<file path="src/core/bpcr_pkg.sv">
// Purpose: constants for the primary command register block
// Assumes: 32-bit configuration dword, command in low half
// Notes:   status bit 24 lives in the same dword
package bpcr_pkg;
   localparam logic [7:0]  BPCR_CMD_OFFSET   = 8'h04;
   localparam int          BPCR_IO_EN_BIT    = 0;
   localparam int          BPCR_MEM_EN_BIT   = 1;
   localparam int          BPCR_MASTER_BIT   = 2;
   localparam int          BPCR_PAL_BIT      = 5;
   localparam int          BPCR_PERR_BIT     = 6;
   localparam int          BPCR_SERR_BIT     = 8;
   localparam int          BPCR_INTDIS_BIT   = 10;
   localparam int          BPCR_MDPE_BIT     = 24;
   // Writable command bits: 0,1,2,5,6,8,10
   localparam logic [15:0] BPCR_RW_MASK      = 16'h0567;
   localparam logic [15:0] BPCR_CMD_RESET    = 16'h0000;
   localparam logic [9:0]  BPCR_PAL_MASK_A   = 10'h3C6;
   localparam logic [9:0]  BPCR_PAL_MASK_B   = 10'h3C8;
   localparam logic [9:0]  BPCR_PAL_DATA     = 10'h3C9;
endpackage

</file>
<file path="src/core/bpcr_palette_decode.sv">
// Purpose: VGA palette write address match
// Assumes: combinational, same clock domain as caller
// Notes:   only the low ten address bits are compared
`timescale 1ns/100ps
module bpcr_palette_decode
   import bpcr_pkg::*;
(
   input  wire logic [31:0] addr,   // I/O address
   output logic             hit     // Palette register hit
);
   // Upper bits ignored so ISA aliases also match
   always_comb begin
      hit = (addr[9:0] == BPCR_PAL_MASK_A) ||
            (addr[9:0] == BPCR_PAL_MASK_B) ||
            (addr[9:0] == BPCR_PAL_DATA);
   end
endmodule

</file>
<file path="src/core/bpcr_command.sv">
// Purpose: primary command register and the gates it drives
// Assumes: config accesses arrive as one-cycle strobes on the core clock
// Notes:   reads return the command word plus the parity status bit
`timescale 1ns/100ps
module bpcr_command
   import bpcr_pkg::*;
(
   input  wire logic        clock,          // Core clock, 200 MHz
   input  wire logic        rst,            // Synchronous reset, active high
   input  wire logic        reverse_mode,   // High when bridge runs in reverse
   input  wire logic        cfg_wr,         // Config write strobe
   input  wire logic        cfg_rd,         // Config read strobe
   input  wire logic [7:0]  cfg_addr,       // Config dword byte offset
   input  wire logic [3:0]  cfg_be,         // Config byte enables
   input  wire logic [31:0] cfg_wdata,      // Config write data
   output logic      [31:0] cfg_rdata_q,    // Config read data
   output logic             cfg_ack_q,      // Read or write done
   input  wire logic        pri_io_req,     // Primary I/O request seen
   input  wire logic        pri_io_write,   // Primary I/O request is a write
   input  wire logic [31:0] pri_io_addr,    // Primary I/O address
   input  wire logic        pri_mem_rd_req, // Primary memory read seen
   input  wire logic        sec_req,        // Secondary mem/IO request seen
   input  wire logic        fwd_req,        // Forwarded transaction waiting
   input  wire logic        parity_event,   // Poisoned TLP or parity error
   input  wire logic        error_event,    // Bridge wants to report an error
   input  wire logic        int_req,        // Internal interrupt request
   output logic             pri_io_claim_q, // Claim primary I/O
   output logic             pri_mem_claim_q,// Claim primary memory read
   output logic             sec_claim_q,    // Claim secondary transaction
   output logic             pri_master_q,   // Start primary master cycle
   output logic             err_msg_q,      // Send error message upstream
   output logic             serr_o_q,       // SERR drive level, always low
   output logic             serr_oe_q,      // SERR output enable
   output logic             inta_o_q,       // INTA drive level, always low
   output logic             inta_oe_q,      // INTA output enable
   output logic             special_claim_q,// Always low
   output logic             mwi_orig_q,     // Always low
   output logic             mdpe_q          // Master data parity status
);
   logic [15:0] cmd_q;      // Command half of the dword
   logic [15:0] cmd_d;      // Next command value
   logic        pal_hit;    // Address is a palette register
   logic        pal_claim;  // Reverse-mode palette write snooped
   logic        hit_cmd;    // Access targets the command dword
   logic        wr_hit;     // Write to the command dword
   logic        rd_hit;     // Read of the command dword
   logic [15:0] lane_mask;  // Byte enables spread over command bits
   logic        mdpe_set;   // Parity event while reporting enabled
   logic        mdpe_clr;   // Write of one to the status bit
   logic [31:0] rd_word;    // Dword as a read returns it

   // ----------------------------------------
   // Elaboration checks
   // ----------------------------------------
   // A slipped mask would make a fixed-zero bit writable
   if (BPCR_RW_MASK != ((16'h0001 << BPCR_IO_EN_BIT)  |
                        (16'h0001 << BPCR_MEM_EN_BIT) |
                        (16'h0001 << BPCR_MASTER_BIT) |
                        (16'h0001 << BPCR_PAL_BIT)    |
                        (16'h0001 << BPCR_PERR_BIT)   |
                        (16'h0001 << BPCR_SERR_BIT)   |
                        (16'h0001 << BPCR_INTDIS_BIT))) begin : g_bad_mask
      $error("Writable mask does not match the command bit positions");
   end
   // Status clear is steered by byte enable 3 only
   if (BPCR_MDPE_BIT < 24 || BPCR_MDPE_BIT > 31) begin : g_bad_mdpe
      $error("Parity status bit outside the top byte lane");
   end
   if (BPCR_CMD_OFFSET[1:0] != 2'b00) begin : g_bad_offset
      $error("Command offset is not dword aligned");
   end
   if ((BPCR_CMD_RESET & ~BPCR_RW_MASK) != 16'h0000) begin : g_bad_reset
      $error("Reset value sets a read-only command bit");
   end

   // ----------------------------------------
   // Access decode
   // ----------------------------------------
   assign hit_cmd = (cfg_addr == BPCR_CMD_OFFSET);
   assign wr_hit  = cfg_wr && hit_cmd;
   assign rd_hit  = cfg_rd && hit_cmd;

   // One enable per byte lane of the command half
   for (genvar lane = 0; lane < 2; lane++) begin : g_lane
      assign lane_mask[8*lane +: 8] = {8{cfg_be[lane]}};
   end

   // Fixed-zero bits dropped by the mask, so writes to them vanish
   always_comb begin
      cmd_d = cmd_q;
      if (wr_hit) begin
         cmd_d = (cmd_q & ~lane_mask) | (cfg_wdata[15:0] & lane_mask & BPCR_RW_MASK);
      end
   end

   // ----------------------------------------
   // Command register
   // ----------------------------------------
   always_ff @(posedge clock) begin
      if (rst) begin
         cmd_q <= BPCR_CMD_RESET;
      end else begin
         cmd_q <= cmd_d;
      end
   end

   // ----------------------------------------
   // Palette snoop
   // ----------------------------------------
   bpcr_palette_decode u_pal (
      .addr (pri_io_addr),
      .hit  (pal_hit)
   );

   // Writes only; palette reads stay with the graphics card
   assign pal_claim = reverse_mode && pri_io_write && cmd_q[BPCR_PAL_BIT] && pal_hit;

   // ----------------------------------------
   // Parity status, set beats clear
   // ----------------------------------------
   assign mdpe_set = parity_event && cmd_q[BPCR_PERR_BIT];
   assign mdpe_clr = wr_hit && cfg_be[3] && cfg_wdata[BPCR_MDPE_BIT];

   // A clear landing with a new event must not lose that event
   always_ff @(posedge clock) begin
      if (rst) begin
         mdpe_q <= 1'b0;
      end else if (mdpe_set) begin
         mdpe_q <= 1'b1;
      end else if (mdpe_clr) begin
         mdpe_q <= 1'b0;
      end
   end

   // ----------------------------------------
   // Config bus answer
   // ----------------------------------------
   always_comb begin
      rd_word                = {16'h0000, cmd_q};
      rd_word[BPCR_MDPE_BIT] = mdpe_q;
   end

   // Every access is answered, mapped or not
   always_ff @(posedge clock) begin
      if (rst) begin
         cfg_ack_q <= 1'b0;
      end else begin
         cfg_ack_q <= cfg_wr || cfg_rd;
      end
   end

   // Data held only for the answer cycle, zero otherwise
   always_ff @(posedge clock) begin
      if (rst) begin
         cfg_rdata_q <= 32'h0000_0000;
      end else if (rd_hit) begin
         cfg_rdata_q <= rd_word;
      end else begin
         cfg_rdata_q <= 32'h0000_0000;
      end
   end

   // ----------------------------------------
   // Primary target claims
   // ----------------------------------------
   // Palette snoop claims writes even with I/O space off
   always_ff @(posedge clock) begin
      if (rst) begin
         pri_io_claim_q  <= 1'b0;
         pri_mem_claim_q <= 1'b0;
      end else begin
         pri_io_claim_q  <= pri_io_req && (cmd_q[BPCR_IO_EN_BIT] || pal_claim);
         pri_mem_claim_q <= pri_mem_rd_req && cmd_q[BPCR_MEM_EN_BIT];
      end
   end

   // ----------------------------------------
   // Bus mastering
   // ----------------------------------------
   // Both directions hang on one bit, so the secondary side goes quiet too
   always_ff @(posedge clock) begin
      if (rst) begin
         sec_claim_q  <= 1'b0;
         pri_master_q <= 1'b0;
      end else begin
         sec_claim_q  <= sec_req && cmd_q[BPCR_MASTER_BIT];
         pri_master_q <= fwd_req && cmd_q[BPCR_MASTER_BIT];
      end
   end

   // ----------------------------------------
   // Unsupported features
   // ----------------------------------------
   // Kept as flops so the port stays registered like its neighbours
   always_ff @(posedge clock) begin
      if (rst) begin
         special_claim_q <= 1'b0;
         mwi_orig_q      <= 1'b0;
      end else begin
         special_claim_q <= 1'b0;
         mwi_orig_q      <= 1'b0;
      end
   end

   // ----------------------------------------
   // Error signalling
   // ----------------------------------------
   // Open-drain: drive low only while enabled
   always_ff @(posedge clock) begin
      if (rst) begin
         err_msg_q <= 1'b0;
         serr_o_q  <= 1'b0;
         serr_oe_q <= 1'b0;
      end else begin
         err_msg_q <= error_event && !reverse_mode && cmd_q[BPCR_SERR_BIT];
         serr_oe_q <= error_event && reverse_mode && cmd_q[BPCR_SERR_BIT];
         serr_o_q  <= 1'b0;
      end
   end

   // ----------------------------------------
   // Legacy interrupt
   // ----------------------------------------
   // Forward mode signals interrupts as messages elsewhere, never on this pin
   always_ff @(posedge clock) begin
      if (rst) begin
         inta_o_q  <= 1'b0;
         inta_oe_q <= 1'b0;
      end else begin
         inta_oe_q <= int_req && reverse_mode && !cmd_q[BPCR_INTDIS_BIT];
         inta_o_q  <= 1'b0;
      end
   end
endmodule

</file>
<file path="config.mk">
export PLATFORM = sky130hd
export DESIGN_NAME = bpcr_command
export DESIGN_NICKNAME = d
export VERILOG_FILES = /design/src/core/bpcr_pkg.sv /design/src/core/bpcr_palette_decode.sv /design/src/core/bpcr_command.sv
export SDC_FILE = /design/constraint.sdc
export NUM_CORES = 1
export LEC_CHECK = 0
export BUFFER_PORTS_ARGS = -buffer_cell sky130_fd_sc_hd__buf_2
export CAP_MARGIN = 30
export CORE_MARGIN = 4
export CORE_UTILIZATION = 35
export CTS_CLUSTER_DIAMETER = 50
export DETAILED_ROUTE_END_ITERATION = 7
export PLACE_DENSITY = 0.72
export REMOVE_ABC_BUFFERS = 1
export SLEW_MARGIN = 0
export SYNTH_ARGS = -nofsm -noshare
export SYNTH_HDL_FRONTEND = slang
export SYNTH_HIERARCHICAL = 1
export SYNTH_SLANG_ARGS = --single-unit
</file>
<file path="constraint.sdc">
create_clock -name clock -period 4.4 [get_ports clock]
set_clock_uncertainty 0.1 [all_clocks]
set_input_delay 0.44 -clock clock [delete_from_list [all_inputs] [get_ports clock]]
set_output_delay 0.44 -clock clock [all_outputs]
set_load 0.02 [all_outputs]
</file>
### Word level (Yosys, flattened, before mapping)

Cells that the tools add are included.

* bits in registers: 57
* output and inout bits: 45
* logic and storage cells: 49

* equality and inequality tests: 4
* muxes and demuxes: 2
* bitwise logic cells: 5
* reduce and logical (&&, ||, !) cells: 26

Operators with widths (count)
* 10-bit equality test, second input constant: 3
* 1-bit logical AND: 18
* 16-bit AND: 1
* 16-bit inverter: 1
* 16-bit by 11-bit OR with 16-bit output: 1
* 11-bit AND: 1
* 8-bit by 3-bit equality test with 1-bit output, second input constant: 1
* 1-bit logical OR: 4
* 1-bit logical NOT: 2
* 1-bit 2-to-1 mux: 2
* 2-bit nonzero test: 1
* 2-bit OR reduction: 1
* 1-bit inverter: 1

### Longest topological paths before layout

Gate-level depths: netlist of run 1.

* depth in word-level cells: 6
* gate-level depth with buffers: 4

### By module

Netlist of run 1, hierarchy kept.

Modules (own cells, without submodules)
* bpcr_command: instances 1, cells each 132, area each 1505.2 µm², sequential area each 840.8 µm²
* bpcr_palette_decode: instances 1, cells each 4, area each 41.3 µm², sequential area each 0.0 µm²

### Least setup slack after synthesis of run 1

No wires, ideal clock.

* path kind: input to register
* from: input pri_io_addr[0]
* to: register pri_io_claim_q
* setup time: 60 ps
* arrival time: 1563 ps
* data required time: 4240 ps
* setup slack: 2677 ps
* stages: 4
* path buffers: 0
* cell sequence: or4bb_1 > a2111oi_2 > a41o_1 > and3_1

* longest elaborated chain between the ends: 6
* elaborated cells between the ends (all ways): 8
* classes of those cells: eq/ne (3); reduce/logical (5)

RTL lines
* from (decl): line bpcr_command.sv:20 `input wire logic [31:0] pri_io_addr,`
* 10-bit equality test, on equally long branches: line bpcr_palette_decode.sv:13, bpcr_palette_decode.sv:14
* 1-bit logical OR: line bpcr_palette_decode.sv:13 `hit = (addr[9:0] == BPCR_PAL_MASK_A) ||`
* 1-bit logical OR *: line bpcr_palette_decode.sv:14 `(addr[9:0] == BPCR_PAL_MASK_B) ||`
* via pal_hit: line bpcr_command.sv:42 `logic pal_hit;`
* 1-bit logical AND *: line bpcr_command.sv:116 `assign pal_claim = reverse_mode && pri_io_write && cmd_q[BPCR_PAL_BIT] && pal_hit;`
* 1-bit logical OR *: line bpcr_command.sv:172 `pri_io_claim_q <= pri_io_req && (cmd_q[BPCR_IO_EN_BIT] || pal_claim);`
* 1-bit logical AND *: line bpcr_command.sv:172
* to (signal assigned): line bpcr_command.sv:172
* to (decl): line bpcr_command.sv:27 `output logic pri_io_claim_q,`

The timed path passes the listed nets; every way through them passes the cells marked *.
A chain may end at the register's enable or synchronous reset.

### Final worst setup path of run 1

Ends and elaborated chain as after synthesis.

==> impl_metrics.py, run 1 <==
metrics = {
    "clocking": {
        "clk_latency_ns": 0.29,
        "max-clock-path-buffers": 2,
        "path_clk_slew_ns": 0.07,
        "cts_num_sinks": 42,
        "cts_tree": "built",
        "htree_num_levels": 2,
        "cts_setup_buffers": 0,
        "cts_buffers": 5,
        "cts.hold.buffers_added": 0,
        "cts_resized": 0,
        "clk_root_buffer_cell": "clkbuf_8",
    },
    "die": {
        "fp.dieH_um": 74.47,
        "core-area_sq_um": 4144,
        "die_area_sq_um": 5546,
        "rows": 23,
        "die_x_um": 74.47,
        "io_pins": 134,
        "start_util_pct": 37.32,
    },
    "job": {
        "maxCapViolCount": 0,
    },
    "pwr": {
        "share_seq_of_total_power_pct": 52.4,
        "power_frac_clock_pct": 40.8,
        "irDropWorstVdd_mv": 0.1194,
        "swShare_pct": 21.92,
        "power_switching_mw": 0.1594,
        "powerDensity_nw_per_um2": 370.1,
        "p_leak_nw": 1.031,
        "power_frac_comb_pct": 6.8,
        "internal-power_mw": 0.5677,
    },
    "worst_setup_path": {
        "end_kind": "flip-flop",
        "cp-startpoint": "pri_io_addr[0]",
        "crit_arrival_ns": 1.72,
        "timing.reg2reg.setup_slack_ns": 3.49,
        "worstSetupPathType": "in2reg",
        "cp_max_fo": 1,
        "critPathLaunchType": "primary input",
        "worstPathRequired_ns": 4.53,
        "r2r_cells": 2,
        "cp-endpoint": "pri_io_claim_q",
    },
    "sta": {
        "maxSlewViolCount": 0,
        "fmax_mhz": 628.7,
        "period_minus_slack_ns": 1.590,
        "setup_viol": 0,
        "timing_hold_violations_final": 0,
        "fin_setup_tns_ns": 0,
        "setup_slack_ns": 2.810,
        "worst_pin_slew_ns": 0.5453,
        "slew_headroom_pct": 63.61,
        "period_share_pct": 36.15,
        "hold_ws_ns": 0.2500,
        "rsz0062_at_grt": "no",
    },
    "yosys": {
        "syn-instance-count": 136,
        "async_flop_share_pct": 0,
        "synthMuxAreaShare_pct": 4.693,
        "yosysWarnings": 6,
        "synth-compound-area-share_pct": 2.832,
        "synth_fa_ha_area_share_pct": 0,
        "yosysTopAreaCellShare_pct": 54.37,
        "netlist_area_sq_um": 1546,
        "synth_edf_count": 0,
        "synthSimpleGateAreaFrac_pct": 27.43,
        "synth_cell_type_count": 27,
        "ys_ff_latch": 42,
        "yosysTopAreaCell": "dfxtp_1",
        "ys_seq_area_share_pct": 54.37,
        "synth_xor_xnor_area_share_pct": 0,
        "synth-main-ff-cell": "dfxtp_1",
        "synth_top_family_by_area": "simple AND/OR/NAND/NOR gates",
        "yosys-top-cells-area": "dfxtp_1 (54%), buf_4 (9.2%), and2_2 (8.3%)",
        "avgSynthCellArea_sq_um": 11.37,
    },
    "finish": {
        "design_area_sq_um": 1964,
        "fill_cells": 418,
        "utilization_pct": 47.40,
        "layout-drive-gt1-share_pct": 47.12,
        "areaGrowthSynthToFinish_pct": 27.02,
        "num-nets-final": 296,
        "diodes": 0,
    },
    "global_routing": {
        "grt_pass1_vias": 1082,
        "track_usage_pct": 10.99,
        "grt_first_pass_wirelength_um": 4581,
        "antenna_found_initial": 0,
        "grt_max_degree": 20,
        "overflow": 0,
    },
    "run_status": {
        "outcome": "finished, final reports clean",
    },
    "detailed_routing": {
        "wirelength_um": 2969,
        "ant_nets": 0,
        "vias": 1124,
        "drt_pass1_iterations": 4,
        "routed_wire_length_per_instance_um": 11.51,
        "routed_via_density": 4.357,
        "drc": 0,
        "drt_iter0_drc": 37,
    },
    "place": {
        "place_area_sq_um": 1854,
        "pre_cts_slack_ns": 2.504,
        "portBuffers": 67,
        "gp_congestion": 0.6947,
        "dp_hpwl_um": 2331,
    },
    "hold_path": {
        "min_path_type": "in2reg",
    },
}
-- worst max-delay path, cell delays in order --
cell and delay [ns]:
buf_2 0.09, or4bb_1 0.51, a2111oi_2 0.32, a41o_1 0.21
and3_1 0.15
-- cells by family (layout without fill, tap and decap cells) --
kind of cell    after synthesis  count (layout)
simple gates                 60              60
flops                        42              42
buf+inv                      22              76
mux                           7               7
compound gates                4               4
other cells                   1              19
-- cell usage after synthesis (2+ instances only) --
master / number
and3_1: 9
mux2_2: 2
dfxtp_1: 42
mux2i_1: 5
nor2b_1: 4
and2_1: 6
nor2_1: 3
and2_2: 17
buf_4: 19
nand4_1: 2
nand2_1: 11
-- power by group through the flow --
stage	Combinational (mW)	Sequential, mW	Clock [mW]
finish	0.0497	0.381	0.296
global route	0.0543	0.381	0.318
CTS	0.0496	0.381	0.303
detailed placement	0.0495	0.390	0
global placement	0.0490	0.390	0
floorplan	0.0223	0.391	0
-- cell type report --
| class | instances | area (sq um) | share of cell area, % |
|---|---|---|---|
| Inverter | 1 | 3.754 | 0.1911 |
| Sequential cell | 42 | 840.8 | 42.80 |
| Clock buffer | 6 | 72.57 | 3.694 |
| Tap cell | 50 | 62.56 | 3.185 |
| Multi-Input combinational cell | 90 | 611.8 | 31.15 |
| Clock inverter | 2 | 37.54 | 1.911 |
| Timing Repair Buffer | 67 | 335.3 | 17.07 |
-- metal layers --
| layer | routed length (um) | share of wire (%) | track usage [%] |
|---|---|---|---|
| met1 | 1242 | 42 | 12.28 |
| met3 | 419 | 14 | 5.135 |
| met5 | 0 | 0 | 0 |
| met4 | 18 | 0.61 | 3.557 |
| met2 | 1289 | 43 | 18.54 |
-- metrics by stage --
| stage | std cells | power (mW) |
|---|---|---|
| after floorplan | 133 | 0.4135 |
| after global placement | 250 | 0.4388 |
| after detailed placement | 250 | 0.4394 |
| after CTS | 258 | 0.7338 |
| after global routing | 258 | 0.7537 |
| final | 258 | 0.7271 |
-- worst min-delay path by stage --
stage / start / to / cells past startpoint
2_1_floorplan: flip-flop / inta_oe_q / 1
3_3_place_gp: cmd_q[15] / cmd_q[15] / 1
3_5_place_dp: cmd_q[14] / cmd_q[14] / 1
4_1_cts: reverse_mode / err_msg_q / 2
5_1_grt: reverse_mode / err_msg_q / 2
6_report: reverse_mode / err_msg_q / 2
-- cell usage in the layout (no fill, tap or decap) --
master and count:
and2_1 6, nor4_4 1, nand4_4 1, nand3_1 1, mux2_2 2, dfxtp_1 42
and2_2 17, a32o_1 1, nor2_1 3, and4_4 1, a2111oi_2 1, or4bb_1 1
a41o_1 1, nand4_1 2, nor2b_1 4, and3_1 9, clkinvlp_4 1, bufinv_16 1
inv_1 1, or3b_1 1, clkbuf_8 5, a41oi_1 1, buf_2 67, clkbuf_1 1
mux2i_1 5, nor4bb_1 1, nand2_1 11, nor4b_4 1, conb_1 19
Power figures use the tool's default switching activity.
==> inputs of run 2 (changes only) <==
Clock period 4.4 ns to 1.6 ns, I/O delays scaled along.
==> run 2 against run 1 <==
Against the previous run:
- clock-buffer cell count fell by 1
- routed wire length rose by 2.2%
- global-route usage barely moved
- highest routed layer unchanged
- first-iteration DRC count rose by 2.7%
- critical path depth fell by 1
- largest cell class unchanged
- via count rose by 3.5%
==> impl_metrics.py, run 2 (synthesized netlist as in run 1, its figures left out) <==
metrics = {
    "detailed_routing": {
        "routed_wire_length_per_instance_um": 11.36,
        "wirelength_um": 3034,
        "drt_iter0_drc": 38,
        "ant_nets": 0,
        "vias": 1163,
        "routed_via_density": 4.356,
        "drc": 0,
        "drt_pass1_iterations": 4,
    },
    "pwr": {
        "powerDensity_nw_per_um2": 896.4,
        "power_frac_comb_pct": 8.3,
        "power_switching_mw": 0.4118,
        "p_leak_nw": 1.071,
        "swShare_pct": 22.73,
        "internal-power_mw": 1.400,
        "irDropWorstVdd_mv": 0.3708,
        "share_seq_of_total_power_pct": 57.9,
        "total_power_mw": 1.811,
        "power_frac_clock_pct": 33.9,
    },
    "finish": {
        "final_common_cell": "buf_2",
        "areaGrowthSynthToFinish_pct": 30.66,
        "layout-drive-gt1-share_pct": 47.47,
        "diodes": 0,
        "mostFrequentLayoutCells": "buf_2 (67), dfxtp_1 (42), conb_1 (19)",
        "num-nets-final": 306,
        "design_area_sq_um": 2021,
    },
    "place": {
        "portBuffers": 67,
        "place_area_sq_um": 1892,
        "gp_congestion": 0.7716,
        "dp_hpwl_um": 2421,
    },
    "sta": {
        "fmax_mhz": 732.3,
        "rsz0062_at_grt": "no",
        "timing_hold_violations_final": 0,
        "maxSlewViolCount": 0,
        "setup_viol": 0,
        "period_minus_slack_ns": 1.366,
        "period_share_pct": 85.35,
    },
    "clocking": {
        "cts_buffers": 5,
        "path_clk_slew_ns": 0.07,
        "cts_resized": 0,
        "cts_num_sinks": 42,
        "clk_root_buffer_cell": "clkbuf_8",
        "max-clock-path-buffers": 2,
        "htree_num_levels": 2,
        "cts_tree": "built",
        "clk_latency_ns": 0.28,
    },
    "hold_path": {
        "hp-start": "pri_mem_rd_req",
        "min_path_type": "in2reg",
        "whs_path_depth": 2,
        "whs_endpoint": "pri_mem_claim_q",
    },
    "die": {
        "die_x_um": 74.47,
        "io_pins": 134,
        "rows": 23,
        "core-area_sq_um": 4144,
        "start_util_pct": 37.32,
        "die_area_sq_um": 5546,
        "fp.dieH_um": 74.47,
    },
    "global_routing": {
        "antenna_found_initial": 0,
        "grt_max_degree": 18,
        "track_usage_pct": 10.98,
        "grt_pass1_vias": 1055,
        "grt_first_pass_wirelength_um": 4491,
        "overflow": 0,
    },
    "worst_setup_path": {
        "worstPathRequired_ns": 1.73,
        "cp_max_fo": 3,
        "crit_arrival_ns": 1.49,
        "worstSetupPathType": "reg2reg",
        "end_kind": "flip-flop",
        "critPathLaunchType": "flip-flop",
        "r2r_end": "err_msg_q",
        "timing.reg2reg.setup_slack_ns": 0.23,
        "r2r_cells": 4,
    },
    "run_status": {
        "outcome": "finished, final reports clean",
    },
    "job": {
        "maxCapViolCount": 0,
    },
}
[run 2: worst max-delay path: stages, from the launching register on]
cell           delay, ns
dfxtp_1             0.33
nor2b_1             0.20
nand2_1             0.07
nor2_1              0.07
dlygate4sd3_1       0.54
[run 2: cell type report]
type | count | area [sq um]
clock buffer | 5 | 68.82
fill | 403 | 2123
inverter | 1 | 3.754
sequential | 42 | 840.8
tap | 50 | 62.56
clock inverter | 2 | 10.01
timing repair buffer | 77 | 422.9
multi-input combinational | 90 | 611.8
[run 2: routing by layer]
metal / share of wire (%) / GRT usage [%]
met5: 0 / 0
met3: 12 / 4.730
met1: 43 / 12.66
met4: 0.63 / 4.150
met2: 44 / 18.05
[run 2: how the worst max path moves through the flow]
stage,startpoint,end,depth (start not counted)
finish,flip-flop,err_msg_q,4
global route,flip-flop,err_msg_q,4
CTS,flip-flop,err_msg_q,4
detailed placement,pri_io_addr[0],pri_io_claim_q,5
floorplan,pri_io_addr[0],pri_io_claim_q,4
global placement,pri_io_addr[0],pri_io_claim_q,5
[run 2: what timing repair did]
item	CTS	global route
hold endpoints to repair	4	0
hold buffers	5	0
buffers inserted	0	0
[run 2: power by group through the flow]
stage / clock, mW / combinational (mW) / sequential, mW
after floorplan: 0 / 0.0613 / 1.08
after global placement: 0 / 0.140 / 1.07
after detailed placement: 0 / 0.142 / 1.07
after CTS: 0.643 / 0.149 / 1.05
after global routing: 0.682 / 0.162 / 1.05
final: 0.614 / 0.149 / 1.05
[run 2: stage by stage]
step,worst slack [ns],hold WS [ns],std cells,utilization (%),setup TNS (ns)
global route,0.1320,0.01068,267,48.76,0
detailed placement,-0.01345,0.2765,255,45.65,-0.01345
CTS,0.2427,0.003702,267,48.76,0
finish,0.2344,0.01517,267,48.76,0
floorplan,0.1565,0.1315,133,-,0
global placement,-0.008678,0.2701,255,45.65,-0.008678
